--- src/common/smf_pkg.sv ---
/*
 * Shared constants and types of the safety controller mode sequencer:
 * register offsets, field positions, timing, states and commands.
 * Assumes a 100 MHz clock and a 32-bit AXI4-Lite register port.
 */
`default_nettype none
package smf_pkg;
  // timing
  localparam int CLK_PERIOD_NS = 10;
  localparam int BLINK_HALF_NS = 500000000;
  localparam int BLINK_CYC     = BLINK_HALF_NS / CLK_PERIOD_NS;

  // widths
  localparam int ADDR_W = 8;
  localparam int DATA_W = 32;
  localparam int PW_W   = 32;
  localparam int SW_W   = 8;
  localparam int IRQ_W  = 5;

  // register byte offsets
  localparam logic [7:0] A_CTRL     = 8'h00;
  localparam logic [7:0] A_PWD      = 8'h04;
  localparam logic [7:0] A_NEWPWD   = 8'h08;
  localparam logic [7:0] A_CMD      = 8'h0c;
  localparam logic [7:0] A_STATUS   = 8'h10;
  localparam logic [7:0] A_IRQ_STS  = 8'h14;
  localparam logic [7:0] A_IRQ_MASK = 8'h18;
  localparam logic [7:0] A_FUNC     = 8'h1c;

  // field positions
  localparam int CTRL_HOLD_BIT = 0;
  localparam int CMD_LSB       = 0;
  localparam int CMD_W         = 4;
  localparam int RTYPE_LSB     = 4;
  localparam int RTYPE_W       = 2;
  localparam int STS_MODE_LSB  = 0;
  localparam int STS_MODE_W    = 3;
  localparam int RUN_FLAG_BIT  = 6;
  localparam int STS_LOCK_BIT  = 7;
  localparam int STS_PWSET_BIT = 8;
  localparam int STS_CFGOK_BIT = 9;
  localparam int STS_ACC_BIT   = 10;
  localparam int STS_REF_BIT   = 11;
  localparam int IRQ_ACC       = 0;
  localparam int IRQ_REF       = 1;
  localparam int IRQ_MODE      = 2;
  localparam int IRQ_ABORT     = 3;
  localparam int IRQ_CRIT      = 4;

  localparam logic [1:0] RESP_OKAY   = 2'h0;
  localparam logic [1:0] RESP_SLVERR = 2'h2;

  typedef enum logic [2:0] {
    ST_DIAG, ST_CONFIG, ST_IDLE, ST_RUN, ST_ABORT, ST_CRIT
  } smf_state_t;

  typedef enum logic [3:0] {
    CMD_NONE, CMD_DOWNLOAD, CMD_LOCK, CMD_UNLOCK, CMD_RESET,
    CMD_TO_RUN, CMD_TO_IDLE, CMD_SET_PW, CMD_MONITOR
  } smf_cmd_t;

  typedef enum logic [1:0] {
    RST_POWER, RST_DEFAULT, RST_RETAIN, RST_BAD
  } smf_rst_t;
endpackage : smf_pkg
`default_nettype wire

--- src/design/smf_mode_ctrl.sv ---
/*
 * Operating-mode sequencer of a networked safety controller with
 * password-gated tool commands, AXI4-Lite registers, function enables,
 * status indicator drive and an interrupt.
 * Assumes all inputs synchronous to aclk; nonvolatile contents are
 * presented on nv_* inputs; only the password is updated through nv_pwd_wr.
 */
// Overview of operation
// - download, lock, reset, mode and password commands need matching password
// - registered password is kept in nonvolatile storage
// - no password by default; checking starts once one is registered
// - self-diagnosis runs before any other operating state
// - missing or bad configuration leads to configuring until download
// - idle supports only standard I/O exchange and messages
// - run supports user program, safety I/O, standard I/O, messages
// - switch setting change after configuration forces abort
// - abort halts all but messages and holds them safe
// - critical error halts everything including messages, held safe
// - indicator alternates green/red in diagnosis and configuring waits
// - run flag at status bit 6 set only in run
// - local I/O refreshed only in run, otherwise held safe
// - run to idle input data follows the standard area hold setting
// - download in run or idle only while unlocked
// - reset in configuring, run, idle, abort only if type allowed by lock
`timescale 1ns/1ns
`default_nettype none
module smf_mode_ctrl #(
  parameter int BLINK_CYC_P = smf_pkg::BLINK_CYC
) (
  input  wire logic                         aclk,
  input  wire logic                         aresetn,
  input  wire logic [smf_pkg::ADDR_W-1:0]   s_axi_awaddr,
  input  wire logic                         s_axi_awvalid,
  output logic                              s_axi_awready,
  input  wire logic [smf_pkg::DATA_W-1:0]   s_axi_wdata,
  input  wire logic [3:0]                   s_axi_wstrb,
  input  wire logic                         s_axi_wvalid,
  output logic                              s_axi_wready,
  output logic [1:0]                        s_axi_bresp,
  output logic                              s_axi_bvalid,
  input  wire logic                         s_axi_bready,
  input  wire logic [smf_pkg::ADDR_W-1:0]   s_axi_araddr,
  input  wire logic                         s_axi_arvalid,
  output logic                              s_axi_arready,
  output logic [smf_pkg::DATA_W-1:0]        s_axi_rdata,
  output logic [1:0]                        s_axi_rresp,
  output logic                              s_axi_rvalid,
  input  wire logic                         s_axi_rready,
  input  wire logic                         diag_done,
  input  wire logic                         diag_fail,
  input  wire logic                         network_unique_identifier_set,
  input  wire logic                         crit_err,
  input  wire logic [smf_pkg::SW_W-1:0]     sw_setting,
  input  wire logic                         nv_cfg_valid,
  input  wire logic                         nv_pwd_valid,
  input  wire logic [smf_pkg::PW_W-1:0]     nv_pwd,
  output logic                              nv_pwd_wr,
  output logic                              nv_pwd_set_out,
  output logic [smf_pkg::PW_W-1:0]          nv_pwd_out,
  output logic                              module_status_indicator_green,
  output logic                              module_status_indicator_red,
  output logic                              run_mode,
  output logic                              user_prog_en,
  output logic                              safety_io_en,
  output logic                              local_io_refresh,
  output logic                              local_io_safe,
  output logic                              std_io_en,
  output logic                              msg_en,
  output logic                              std_in_hold,
  output logic                              irq
);
  import smf_pkg::*;

  smf_state_t           state_r;
  smf_state_t           prev_r;
  smf_cmd_t             cmd_r;
  smf_rst_t             rtype_r;
  logic                 cmd_go_r;
  logic                 accept;
  logic                 locked_r;
  logic                 pw_set_r;
  logic [PW_W-1:0]      pw_r;
  logic [PW_W-1:0]      pw_given_r;
  logic [PW_W-1:0]      pw_new_r;
  logic                 cfg_ok_r;
  logic [SW_W-1:0]      sw_ref_r;
  logic                 loaded_r;
  logic                 hold_set_r;
  logic                 from_run_r;
  logic                 acc_r;
  logic                 ref_r;
  logic [ADDR_W-1:0]    awaddr_r;
  logic [DATA_W-1:0]    wdata_r;
  logic [3:0]           wstrb_r;
  logic                 wr_do;
  logic [DATA_W-1:0]    rd_data;
  logic                 rd_err;
  logic [DATA_W-1:0]    status_w;
  logic [IRQ_W-1:0]     irq_sts_r;
  logic [IRQ_W-1:0]     irq_sts_nxt;
  logic [IRQ_W-1:0]     irq_mask_r;
  logic [IRQ_W-1:0]     irq_ev;
  logic [IRQ_W-1:0]     irq_clr;
  logic [31:0]          blink_cnt_r;
  logic                 blink_tick;
  logic                 phase_r;

  function automatic logic [DATA_W-1:0] merge(
    input logic [DATA_W-1:0] old_v,
    input logic [DATA_W-1:0] new_v,
    input logic [3:0]        strb
  );
    logic [DATA_W-1:0] m;
    m = {{8{strb[3]}}, {8{strb[2]}}, {8{strb[1]}}, {8{strb[0]}}};
    return (old_v & ~m) | (new_v & m);
  endfunction : merge

  function automatic logic mapped(input logic [ADDR_W-1:0] a);
    return (a == A_CTRL) || (a == A_PWD) || (a == A_NEWPWD) ||
           (a == A_CMD) || (a == A_STATUS) || (a == A_IRQ_STS) ||
           (a == A_IRQ_MASK) || (a == A_FUNC);
  endfunction : mapped

  smf_auth u_auth (
    .state     (state_r),
    .cmd       (cmd_r),
    .rtype     (rtype_r),
    .locked    (locked_r),
    .pw_set    (pw_set_r),
    .pw_given  (pw_given_r),
    .pw_stored (pw_r),
    .accept    (accept)
  );

  // both address and data held, no response pending
  assign wr_do = !s_axi_awready && !s_axi_wready && !s_axi_bvalid;

  // write channels
  always_ff @(posedge aclk) begin
    if (!aresetn) begin
      s_axi_awready <= 1'b1;
      s_axi_wready  <= 1'b1;
      s_axi_bvalid  <= 1'b0;
      s_axi_bresp   <= RESP_OKAY;
      awaddr_r      <= '0;
      wdata_r       <= '0;
      wstrb_r       <= '0;
    end else begin
      if (s_axi_awvalid && s_axi_awready) begin
        awaddr_r      <= s_axi_awaddr;
        s_axi_awready <= 1'b0;
      end
      if (s_axi_wvalid && s_axi_wready) begin
        wdata_r      <= s_axi_wdata;
        wstrb_r      <= s_axi_wstrb;
        s_axi_wready <= 1'b0;
      end
      if (wr_do) begin
        s_axi_bvalid <= 1'b1;
        s_axi_bresp  <= mapped(awaddr_r) ? RESP_OKAY : RESP_SLVERR;
      end
      if (s_axi_bvalid && s_axi_bready) begin
        s_axi_bvalid  <= 1'b0;
        s_axi_awready <= 1'b1;
        s_axi_wready  <= 1'b1;
      end
    end
  end

  // read channels
  always_ff @(posedge aclk) begin
    if (!aresetn) begin
      s_axi_arready <= 1'b1;
      s_axi_rvalid  <= 1'b0;
      s_axi_rdata   <= '0;
      s_axi_rresp   <= RESP_OKAY;
    end else if (s_axi_arvalid && s_axi_arready) begin
      s_axi_arready <= 1'b0;
      s_axi_rvalid  <= 1'b1;
      s_axi_rdata   <= rd_data;
      s_axi_rresp   <= rd_err ? RESP_SLVERR : RESP_OKAY;
    end else if (s_axi_rvalid && s_axi_rready) begin
      s_axi_rvalid  <= 1'b0;
      s_axi_arready <= 1'b1;
    end
  end

  always_comb begin
    status_w = '0;
    status_w[STS_MODE_LSB +: STS_MODE_W] = state_r;
    status_w[RUN_FLAG_BIT]  = run_mode;
    status_w[STS_LOCK_BIT]  = locked_r;
    status_w[STS_PWSET_BIT] = pw_set_r;
    status_w[STS_CFGOK_BIT] = cfg_ok_r;
    status_w[STS_ACC_BIT]   = acc_r;
    status_w[STS_REF_BIT]   = ref_r;
  end

  // passwords are write-only and read back as zero
  always_comb begin
    rd_data = '0;
    rd_err  = 1'b0;
    case (s_axi_araddr)
      A_CTRL:     rd_data[CTRL_HOLD_BIT] = hold_set_r;
      A_PWD:      rd_data = '0;
      A_NEWPWD:   rd_data = '0;
      A_CMD:      rd_data[CMD_LSB +: CMD_W] = cmd_r;
      A_STATUS:   rd_data = status_w;
      A_IRQ_STS:  rd_data[IRQ_W-1:0] = irq_sts_r;
      A_IRQ_MASK: rd_data[IRQ_W-1:0] = irq_mask_r;
      A_FUNC:     rd_data = {26'h0, msg_en, std_io_en, local_io_safe,
                             local_io_refresh, safety_io_en, user_prog_en};
      default:    rd_err = 1'b1;
    endcase
  end

  // software-written registers and command issue
  always_ff @(posedge aclk) begin
    if (!aresetn) begin
      hold_set_r <= 1'b0;
      pw_given_r <= '0;
      pw_new_r   <= '0;
      cmd_r      <= CMD_NONE;
      rtype_r    <= RST_POWER;
      cmd_go_r   <= 1'b0;
      irq_mask_r <= '0;
    end else begin
      cmd_go_r <= 1'b0;
      if (wr_do) begin
        case (awaddr_r)
          A_CTRL: begin
            if (wstrb_r[0]) begin
              hold_set_r <= wdata_r[CTRL_HOLD_BIT];
            end
          end
          A_PWD:    pw_given_r <= merge(pw_given_r, wdata_r, wstrb_r);
          A_NEWPWD: pw_new_r   <= merge(pw_new_r, wdata_r, wstrb_r);
          A_CMD: begin
            if (wstrb_r[0]) begin
              cmd_r    <= smf_cmd_t'(wdata_r[CMD_LSB +: CMD_W]);
              rtype_r  <= smf_rst_t'(wdata_r[RTYPE_LSB +: RTYPE_W]);
              cmd_go_r <= 1'b1;
            end
          end
          A_IRQ_MASK: begin
            if (wstrb_r[0]) begin
              irq_mask_r <= wdata_r[IRQ_W-1:0];
            end
          end
          default: ;
        endcase
      end
    end
  end

  // mode sequencing, configuration and password store
  always_ff @(posedge aclk) begin
    if (!aresetn) begin
      state_r        <= ST_DIAG;
      locked_r       <= 1'b0;
      pw_set_r       <= 1'b0;
      pw_r           <= '0;
      cfg_ok_r       <= 1'b0;
      sw_ref_r       <= '0;
      loaded_r       <= 1'b0;
      acc_r          <= 1'b0;
      ref_r          <= 1'b0;
      nv_pwd_wr      <= 1'b0;
      nv_pwd_set_out <= 1'b0;
      nv_pwd_out     <= '0;
    end else begin
      nv_pwd_wr <= 1'b0;
      // stored contents are taken once, after reset release
      if (!loaded_r) begin
        pw_r     <= nv_pwd;
        pw_set_r <= nv_pwd_valid;
        cfg_ok_r <= nv_cfg_valid;
        sw_ref_r <= sw_setting;
        loaded_r <= 1'b1;
      end
      case (state_r)
        ST_DIAG: begin
          if (diag_fail) begin
            state_r <= ST_CRIT;
          end else if (loaded_r && diag_done &&
                       network_unique_identifier_set) begin
            state_r <= cfg_ok_r ? ST_IDLE : ST_CONFIG;
          end
        end
        ST_IDLE, ST_RUN: begin
          if (sw_setting != sw_ref_r) begin
            state_r <= ST_ABORT;
          end
        end
        ST_CONFIG, ST_ABORT, ST_CRIT: ;
        default: state_r <= ST_CRIT;
      endcase
      if (cmd_go_r) begin
        acc_r <= accept;
        ref_r <= !accept;
      end
      if (cmd_go_r && accept) begin
        case (cmd_r)
          CMD_DOWNLOAD: begin
            cfg_ok_r <= 1'b1;
            sw_ref_r <= sw_setting;
            if (state_r == ST_CONFIG) begin
              state_r <= ST_IDLE;
            end
          end
          CMD_LOCK:    locked_r <= 1'b1;
          CMD_UNLOCK:  locked_r <= 1'b0;
          CMD_TO_RUN:  state_r  <= ST_RUN;
          CMD_TO_IDLE: state_r  <= ST_IDLE;
          CMD_RESET: begin
            state_r <= ST_DIAG;
            if (rtype_r != RST_POWER) begin
              cfg_ok_r <= 1'b0;
              locked_r <= 1'b0;
            end
            if (rtype_r == RST_DEFAULT) begin
              pw_r           <= '0;
              pw_set_r       <= 1'b0;
              nv_pwd_out     <= '0;
              nv_pwd_set_out <= 1'b0;
              nv_pwd_wr      <= 1'b1;
            end
          end
          CMD_SET_PW: begin
            pw_r           <= pw_new_r;
            pw_set_r       <= 1'b1;
            nv_pwd_out     <= pw_new_r;
            nv_pwd_set_out <= 1'b1;
            nv_pwd_wr      <= 1'b1;
          end
          default: ;
        endcase
      end
      if (crit_err) begin
        state_r <= ST_CRIT;
      end
    end
  end

  // function enables follow the mode
  always_ff @(posedge aclk) begin
    if (!aresetn) begin
      prev_r           <= ST_DIAG;
      from_run_r       <= 1'b0;
      run_mode         <= 1'b0;
      user_prog_en     <= 1'b0;
      safety_io_en     <= 1'b0;
      local_io_refresh <= 1'b0;
      local_io_safe    <= 1'b1;
      std_io_en        <= 1'b0;
      msg_en           <= 1'b0;
      std_in_hold      <= 1'b0;
    end else begin
      prev_r           <= state_r;
      run_mode         <= (state_r == ST_RUN);
      user_prog_en     <= (state_r == ST_RUN);
      safety_io_en     <= (state_r == ST_RUN);
      local_io_refresh <= (state_r == ST_RUN);
      local_io_safe    <= (state_r != ST_RUN);
      std_io_en        <= (state_r == ST_RUN) ||
                          (state_r == ST_IDLE);
      msg_en           <= (state_r != ST_DIAG) &&
                          (state_r != ST_CRIT);
      if (state_r != ST_IDLE) begin
        from_run_r <= 1'b0;
      end else if (prev_r == ST_RUN) begin
        from_run_r <= 1'b1;
      end
      std_in_hold <= (state_r == ST_IDLE) && hold_set_r &&
                     (from_run_r || (prev_r == ST_RUN));
    end
  end

  // indicator blink divider
  assign blink_tick = (blink_cnt_r == 32'(BLINK_CYC_P - 1));

  always_ff @(posedge aclk) begin
    if (!aresetn) begin
      blink_cnt_r <= '0;
      phase_r     <= 1'b0;
    end else if (blink_tick) begin
      blink_cnt_r <= '0;
      phase_r     <= !phase_r;
    end else begin
      blink_cnt_r <= blink_cnt_r + 32'h1;
    end
  end

  always_ff @(posedge aclk) begin
    if (!aresetn) begin
      module_status_indicator_green <= 1'b0;
      module_status_indicator_red   <= 1'b0;
    end else begin
      case (state_r)
        ST_DIAG, ST_CONFIG: begin
          module_status_indicator_green <= phase_r;
          module_status_indicator_red   <= !phase_r;
        end
        ST_RUN: begin
          module_status_indicator_green <= 1'b1;
          module_status_indicator_red   <= 1'b0;
        end
        ST_IDLE: begin
          module_status_indicator_green <= phase_r;
          module_status_indicator_red   <= 1'b0;
        end
        ST_ABORT: begin
          module_status_indicator_green <= 1'b0;
          module_status_indicator_red   <= phase_r;
        end
        default: begin
          module_status_indicator_green <= 1'b0;
          module_status_indicator_red   <= 1'b1;
        end
      endcase
    end
  end

  // sticky events; a new event beats a same-cycle clear
  always_comb begin
    irq_ev            = '0;
    irq_ev[IRQ_ACC]   = cmd_go_r && accept;
    irq_ev[IRQ_REF]   = cmd_go_r && !accept;
    irq_ev[IRQ_MODE]  = (state_r != prev_r);
    irq_ev[IRQ_ABORT] = (state_r == ST_ABORT) && (prev_r != ST_ABORT);
    irq_ev[IRQ_CRIT]  = (state_r == ST_CRIT) && (prev_r != ST_CRIT);
    irq_clr = '0;
    if (wr_do && (awaddr_r == A_IRQ_STS) && wstrb_r[0]) begin
      irq_clr = wdata_r[IRQ_W-1:0];
    end
    irq_sts_nxt = (irq_sts_r & ~irq_clr) | irq_ev;
  end

  always_ff @(posedge aclk) begin
    if (!aresetn) begin
      irq_sts_r <= '0;
      irq       <= 1'b0;
    end else begin
      irq_sts_r <= irq_sts_nxt;
      irq       <= |(irq_sts_nxt & irq_mask_r);
    end
  end
endmodule : smf_mode_ctrl
`default_nettype wire

--- src/design/smf_auth.sv ---
/*
 * Command admission: decides whether a tool command is allowed in the
 * present mode and lock state and whether its password matches.
 * Purely combinational; the caller registers the decision.
 */
`timescale 1ns/1ns
`default_nettype none
module smf_auth (
  input  wire smf_pkg::smf_state_t        state,
  input  wire smf_pkg::smf_cmd_t          cmd,
  input  wire smf_pkg::smf_rst_t          rtype,
  input  wire logic                       locked,
  input  wire logic                       pw_set,
  input  wire logic [smf_pkg::PW_W-1:0]   pw_given,
  input  wire logic [smf_pkg::PW_W-1:0]   pw_stored,
  output logic                            accept
);
  import smf_pkg::*;

  logic pw_ok;
  logic allowed;
  logic live;
  logic run_idle;

  // no password registered means no check
  assign pw_ok    = !pw_set || (pw_given == pw_stored);
  assign live     = (state != ST_DIAG) && (state != ST_CRIT);
  assign run_idle = (state == ST_RUN) || (state == ST_IDLE);

  always_comb begin
    allowed = 1'b0;
    case (cmd)
      CMD_DOWNLOAD:
        allowed = (state == ST_CONFIG) || (run_idle && !locked);
      CMD_LOCK, CMD_UNLOCK:
        allowed = run_idle;
      CMD_RESET:
        allowed = live && ((rtype == RST_POWER) ||
                  ((rtype != RST_BAD) && !locked));
      CMD_TO_RUN:  allowed = (state == ST_IDLE);
      CMD_TO_IDLE: allowed = (state == ST_RUN);
      CMD_SET_PW:  allowed = live;
      CMD_MONITOR: allowed = live;
      default:     allowed = 1'b0;
    endcase
  end

  // every command except monitoring needs the password
  assign accept = allowed && ((cmd == CMD_MONITOR) || pw_ok);
endmodule : smf_auth
`default_nettype wire

--- config.mk ---
export PLATFORM = sky130hd
export DESIGN_NAME = smf_mode_ctrl
export DESIGN_NICKNAME = d
export VERILOG_FILES = /design/src/common/smf_pkg.sv /design/src/design/smf_mode_ctrl.sv /design/src/design/smf_auth.sv
export SDC_FILE = /design/constraint.sdc
export NUM_CORES = 1
export LEC_CHECK = 0
export BUFFER_PORTS_ARGS = -buffer_cell sky130_fd_sc_hd__buf_2
export CELL_PAD_IN_SITES_DETAIL_PLACEMENT = 0
export CELL_PAD_IN_SITES_GLOBAL_PLACEMENT = 1
export CORE_MARGIN = 4
export CORE_UTILIZATION = 38
export CTS_BUF_LIST = sky130_fd_sc_hd__clkbuf_16
export DETAILED_ROUTE_END_ITERATION = 7
export GPL_TIMING_DRIVEN = 1
export PLACE_DENSITY_LB_ADDON = 0.3
export SYNTH_ARGS = -nofsm -noshare
export SYNTH_HDL_FRONTEND = slang
export SYNTH_SLANG_ARGS = --single-unit
--- constraint.sdc ---
create_clock -name aclk -period 2.07 [get_ports aclk]
set_input_delay 0.1035 -clock aclk [delete_from_list [all_inputs] [get_ports aclk]]
set_output_delay 0.1035 -clock aclk [all_outputs]
set_load 0.03 [all_outputs]
==> qor.csv <==
metric;value;unit
register share of total power;0.483;
flop2flop setup slack;-0.19;ns
Crit Path Max Fanout;5;
Post-synth ARST share;0;
vias in the first global route;9889;
Worst setup EP type;register;
crit path to;pw_r[30]$_SDFF_PN0_;
CTS Buf Count;29;
worst setup margin;-0.190;ns
vias per std cell;4.90;
CP max-delay cell;dfxtp_2;
Most common cell on crit path;buf_4;
first-pass GRT wire length;52.0;mm
Core ar.;28900;um^2
drt pass-1 iters;5;
drt drc;0;
Clock Path Buffers;3;
initial core utilization;0.387;
routability cong.;0.840;
Ports;191;
Sequential cell area;5480;um^2
Post-synth EDFFs;0;
fmax;0.442;GHz
tightest hold margin;0.00534;ns
synthesis-to-layout area growth;37.6;%
PortBufs;168;
critical path class;register to register;
commonest cells after routing, fill and taps aside;265 x dfxtp_1, 197 x nand2_1, 168 x buf_2;
H-Tree Depth;1;
Final ANT Viol Nets;0;
hold crit path type;input port to register;
Slew Viols, Final;0;
initial drt markers;498;
Synth Flop Type;dfxtp_1;
multi-input logic area;5580;um^2
CTS tree;yes;
Finish-stage setup viols;81;
post-synthesis sequential element count;273;
pwr/cell area;744;nW/um^2
failing checks;setup timing;
Sinks on Clock Net;273;
cell area after synthesis;11200;um^2
die area;32200;um^2
Net Sw Power;2780;uW
Final Critical Period;2.26;ns
Sw Ratio;0.243;
commonest non-fill, non-tap cell in the layout;dfxtp_1;
number of antenna violations at the first check in global routing;0;
Mapped Cells;1286;
DP HPWL;22.0;mm
r2r endpoint;pw_r[30]$_SDFF_PN0_;
register area share after synthesis;0.489;
max-cap viol count;0;
Rows;62;
Slew headroom;0.561;
Yosys warning total;0;
Wirelength per Cell;15.9;um
total grt overflow;0;
clock skew;0.0306;ns
Clk Latency, worst-skew pair;0.55;ns
Final #Nets;1732;
Pint;8650;uW
Pleak;0.00688;uW
startpoint types;register;
layout cell share with drive strength beyond 1;0.247;
clock slew seen by the registers of the worst setup and hold paths;0.07;ns
Routed Wire Length;32.3;mm
die width;179;um
Post-DP Area;13000;um^2
Design Area, Final;15400;um^2
Worst Path Required;2.55;ns
critical path's largest stage delay;0.34;ns
unrepaired setup endpoints after global routing;yes;
Avg Cell Area, Syn;8.68;um^2
CP Cell Sequence;xor2_2 -> nor4_2 -> buf_4 -> nand4_1 -> o211ai_1 -> buf_4 -> buf_6 -> and3_4 -> buf_4 -> buf_12 -> nand2_4 -> o21ai_2;
GRT Total Usage;0.191;
Worst Tran Pin Value;0.659;ns
crit share post-route;1.09;
Fin. Hold Viols;0;
Logic pwr share;0.094;
crit path DAT;2.74;ns
Die H;179;um
routed vias;9943;
Worst R2R Path Depth;12;
post-synth cell types;61;
Clock Power Share;0.423;
peak supply drop;0.000523;V
Clock Tree Root;clkbuf_16;
largest net degree at the start of global routing;50;
Fillers;2721;
outcome;finished with violations;
==> timing repair <==
item	in CTS	in global routing
setup endpoints to repair	100	112
hold endpoints to repair	97	0
pin swaps	10	7
cloned	2	0
hold buffers	103	0
gates resized for setup	52	46
setup buffers	5	6
==> worst min path at each step <==
| stage | startpoint | to | slack (ns) | depth (start not counted) |
|---|---|---|---|---|
| 2_1_floorplan | aresetn | loaded_r$_DFF_P_ | 0.13 | 0 |
| 3_3_place_gp | s_axi_wvalid | s_axi_wready$_SDFFE_PP1P_ | 0.31 | 2 |
| 3_5_place_dp | s_axi_wvalid | s_axi_wready$_SDFFE_PP1P_ | 0.31 | 2 |
| 4_1_cts | diag_fail | state_r[2]$_SDFF_PN0_ | 0.02 | 3 |
| 5_1_grt | diag_fail | state_r[2]$_SDFF_PN0_ | 0.01 | 3 |
| 6_report | diag_fail | state_r[2]$_SDFF_PN0_ | 0.005 | 3 |
==> per-layer routing <==
layer / GRT usage / up-vias / routed length, um
met2: 0.311 / 214 / 14900
met1: 0.268 / 4670 / 15400
met3: 0.0321 / 40 / 1400
met5: 0 / - / 0
met4: 0.0451 / 0 / 580
li1: - / 5019 / -
==> metrics by stage <==
| stage | power, uW | worst slack, ns | cells | TNS, ns | utilization |
|---|---|---|---|---|---|
| global placement | 6510 | -0.263 | 1866 | -10.59 | 0.452 |
| finish | 11400 | -0.190 | 2031 | -9.83 | 0.532 |
| floorplan | 6150 | -0.0291 | 1307 | -0.0376 | - |
| global route | 11900 | -0.318 | 2030 | -20.24 | 0.532 |
| CTS | 11500 | -0.200 | 2027 | -12.16 | 0.527 |
| detailed placement | 6520 | -0.261 | 1866 | -10.77 | 0.452 |
==> cells by family after synthesis <==
kind of cell	count (synthesis)	synth area share
simple gates	530	0.213
fa+ha+maj	2	0.00202
flops	273	0.489
buf+inv	117	0.0495
mux	96	0.0874
other cells	1	0.000336
xor+xnor	72	0.0565
compound gates	195	0.102
==> power by group through the flow <==
stage	clock network (uW)	registers, uW	logic, uW
floorplan	0	5620	531
global placement	0	5620	883
detailed placement	0	5630	892
CTS	4960	5510	1060
global route	5180	5530	1170
finish	4840	5510	1080
==> final cells by class <==
| class | instances | area share |
|---|---|---|
| clock buffers | 29 | 0.0472 |
| flip-flops and latches | 273 | 0.357 |
| inverters | 24 | 0.00603 |
| repair buffers | 381 | 0.186 |
| diodes | 1 | 0.000163 |
| clock inverters | 22 | 0.00945 |
| multi-input cells | 917 | 0.363 |
| well taps | 384 | 0.0313 |
==> worst max-delay path, delay by kind of cell, from the launching register on <==
kind                   cells  cell delay [ns]
AND/OR/NAND/NOR            4             0.68
XOR/XNOR                   1             0.18
AO/OA/AOI/OAI              2             0.28
flip-flops                 1             0.34
buffers and inverters      5             0.71
==> synth_stat cells (2+ instances only) <==
master	n	area, um^2
nor3_2	2	20.0
a22oi_1	16	120
buf_1	6	22.5
a221oi_1	2	17.5
nor2b_1	2	12.5
nor3b_1	4	30.0
nor4_1	18	113
buf_2	12	60.1
clkbuf_1	48	180
mux2i_1	93	931
dfxtp_1	273	5470
nand2_2	3	18.8
a31oi_1	3	18.8
inv_1	24	90.1
nand4_1	6	37.5
nand2b_1	6	37.5
nor2_1	132	495
nor3_1	14	70.1
a21oi_1	88	440
o21ai_1	5	25.0
nand3_1	78	390
and2_1	9	56.3
o211ai_1	4	30.0
buf_4	26	195
o22ai_1	4	25.0
a32o_1	2	20.0
o31a_1	2	17.5
nor4b_1	2	17.5
nand3b_1	3	22.5
xor2_1	56	490
and3_1	9	56.3
a2111oi_2	3	45.0
o21ai_0	55	275
xnor2_1	16	140
o31ai_1	2	15.0
mux2_2	2	22.5
o21a_1	2	15.0
or3_1	6	37.5
nand2_1	226	848
No activity file was read; power rests on OpenSTA's default activity.
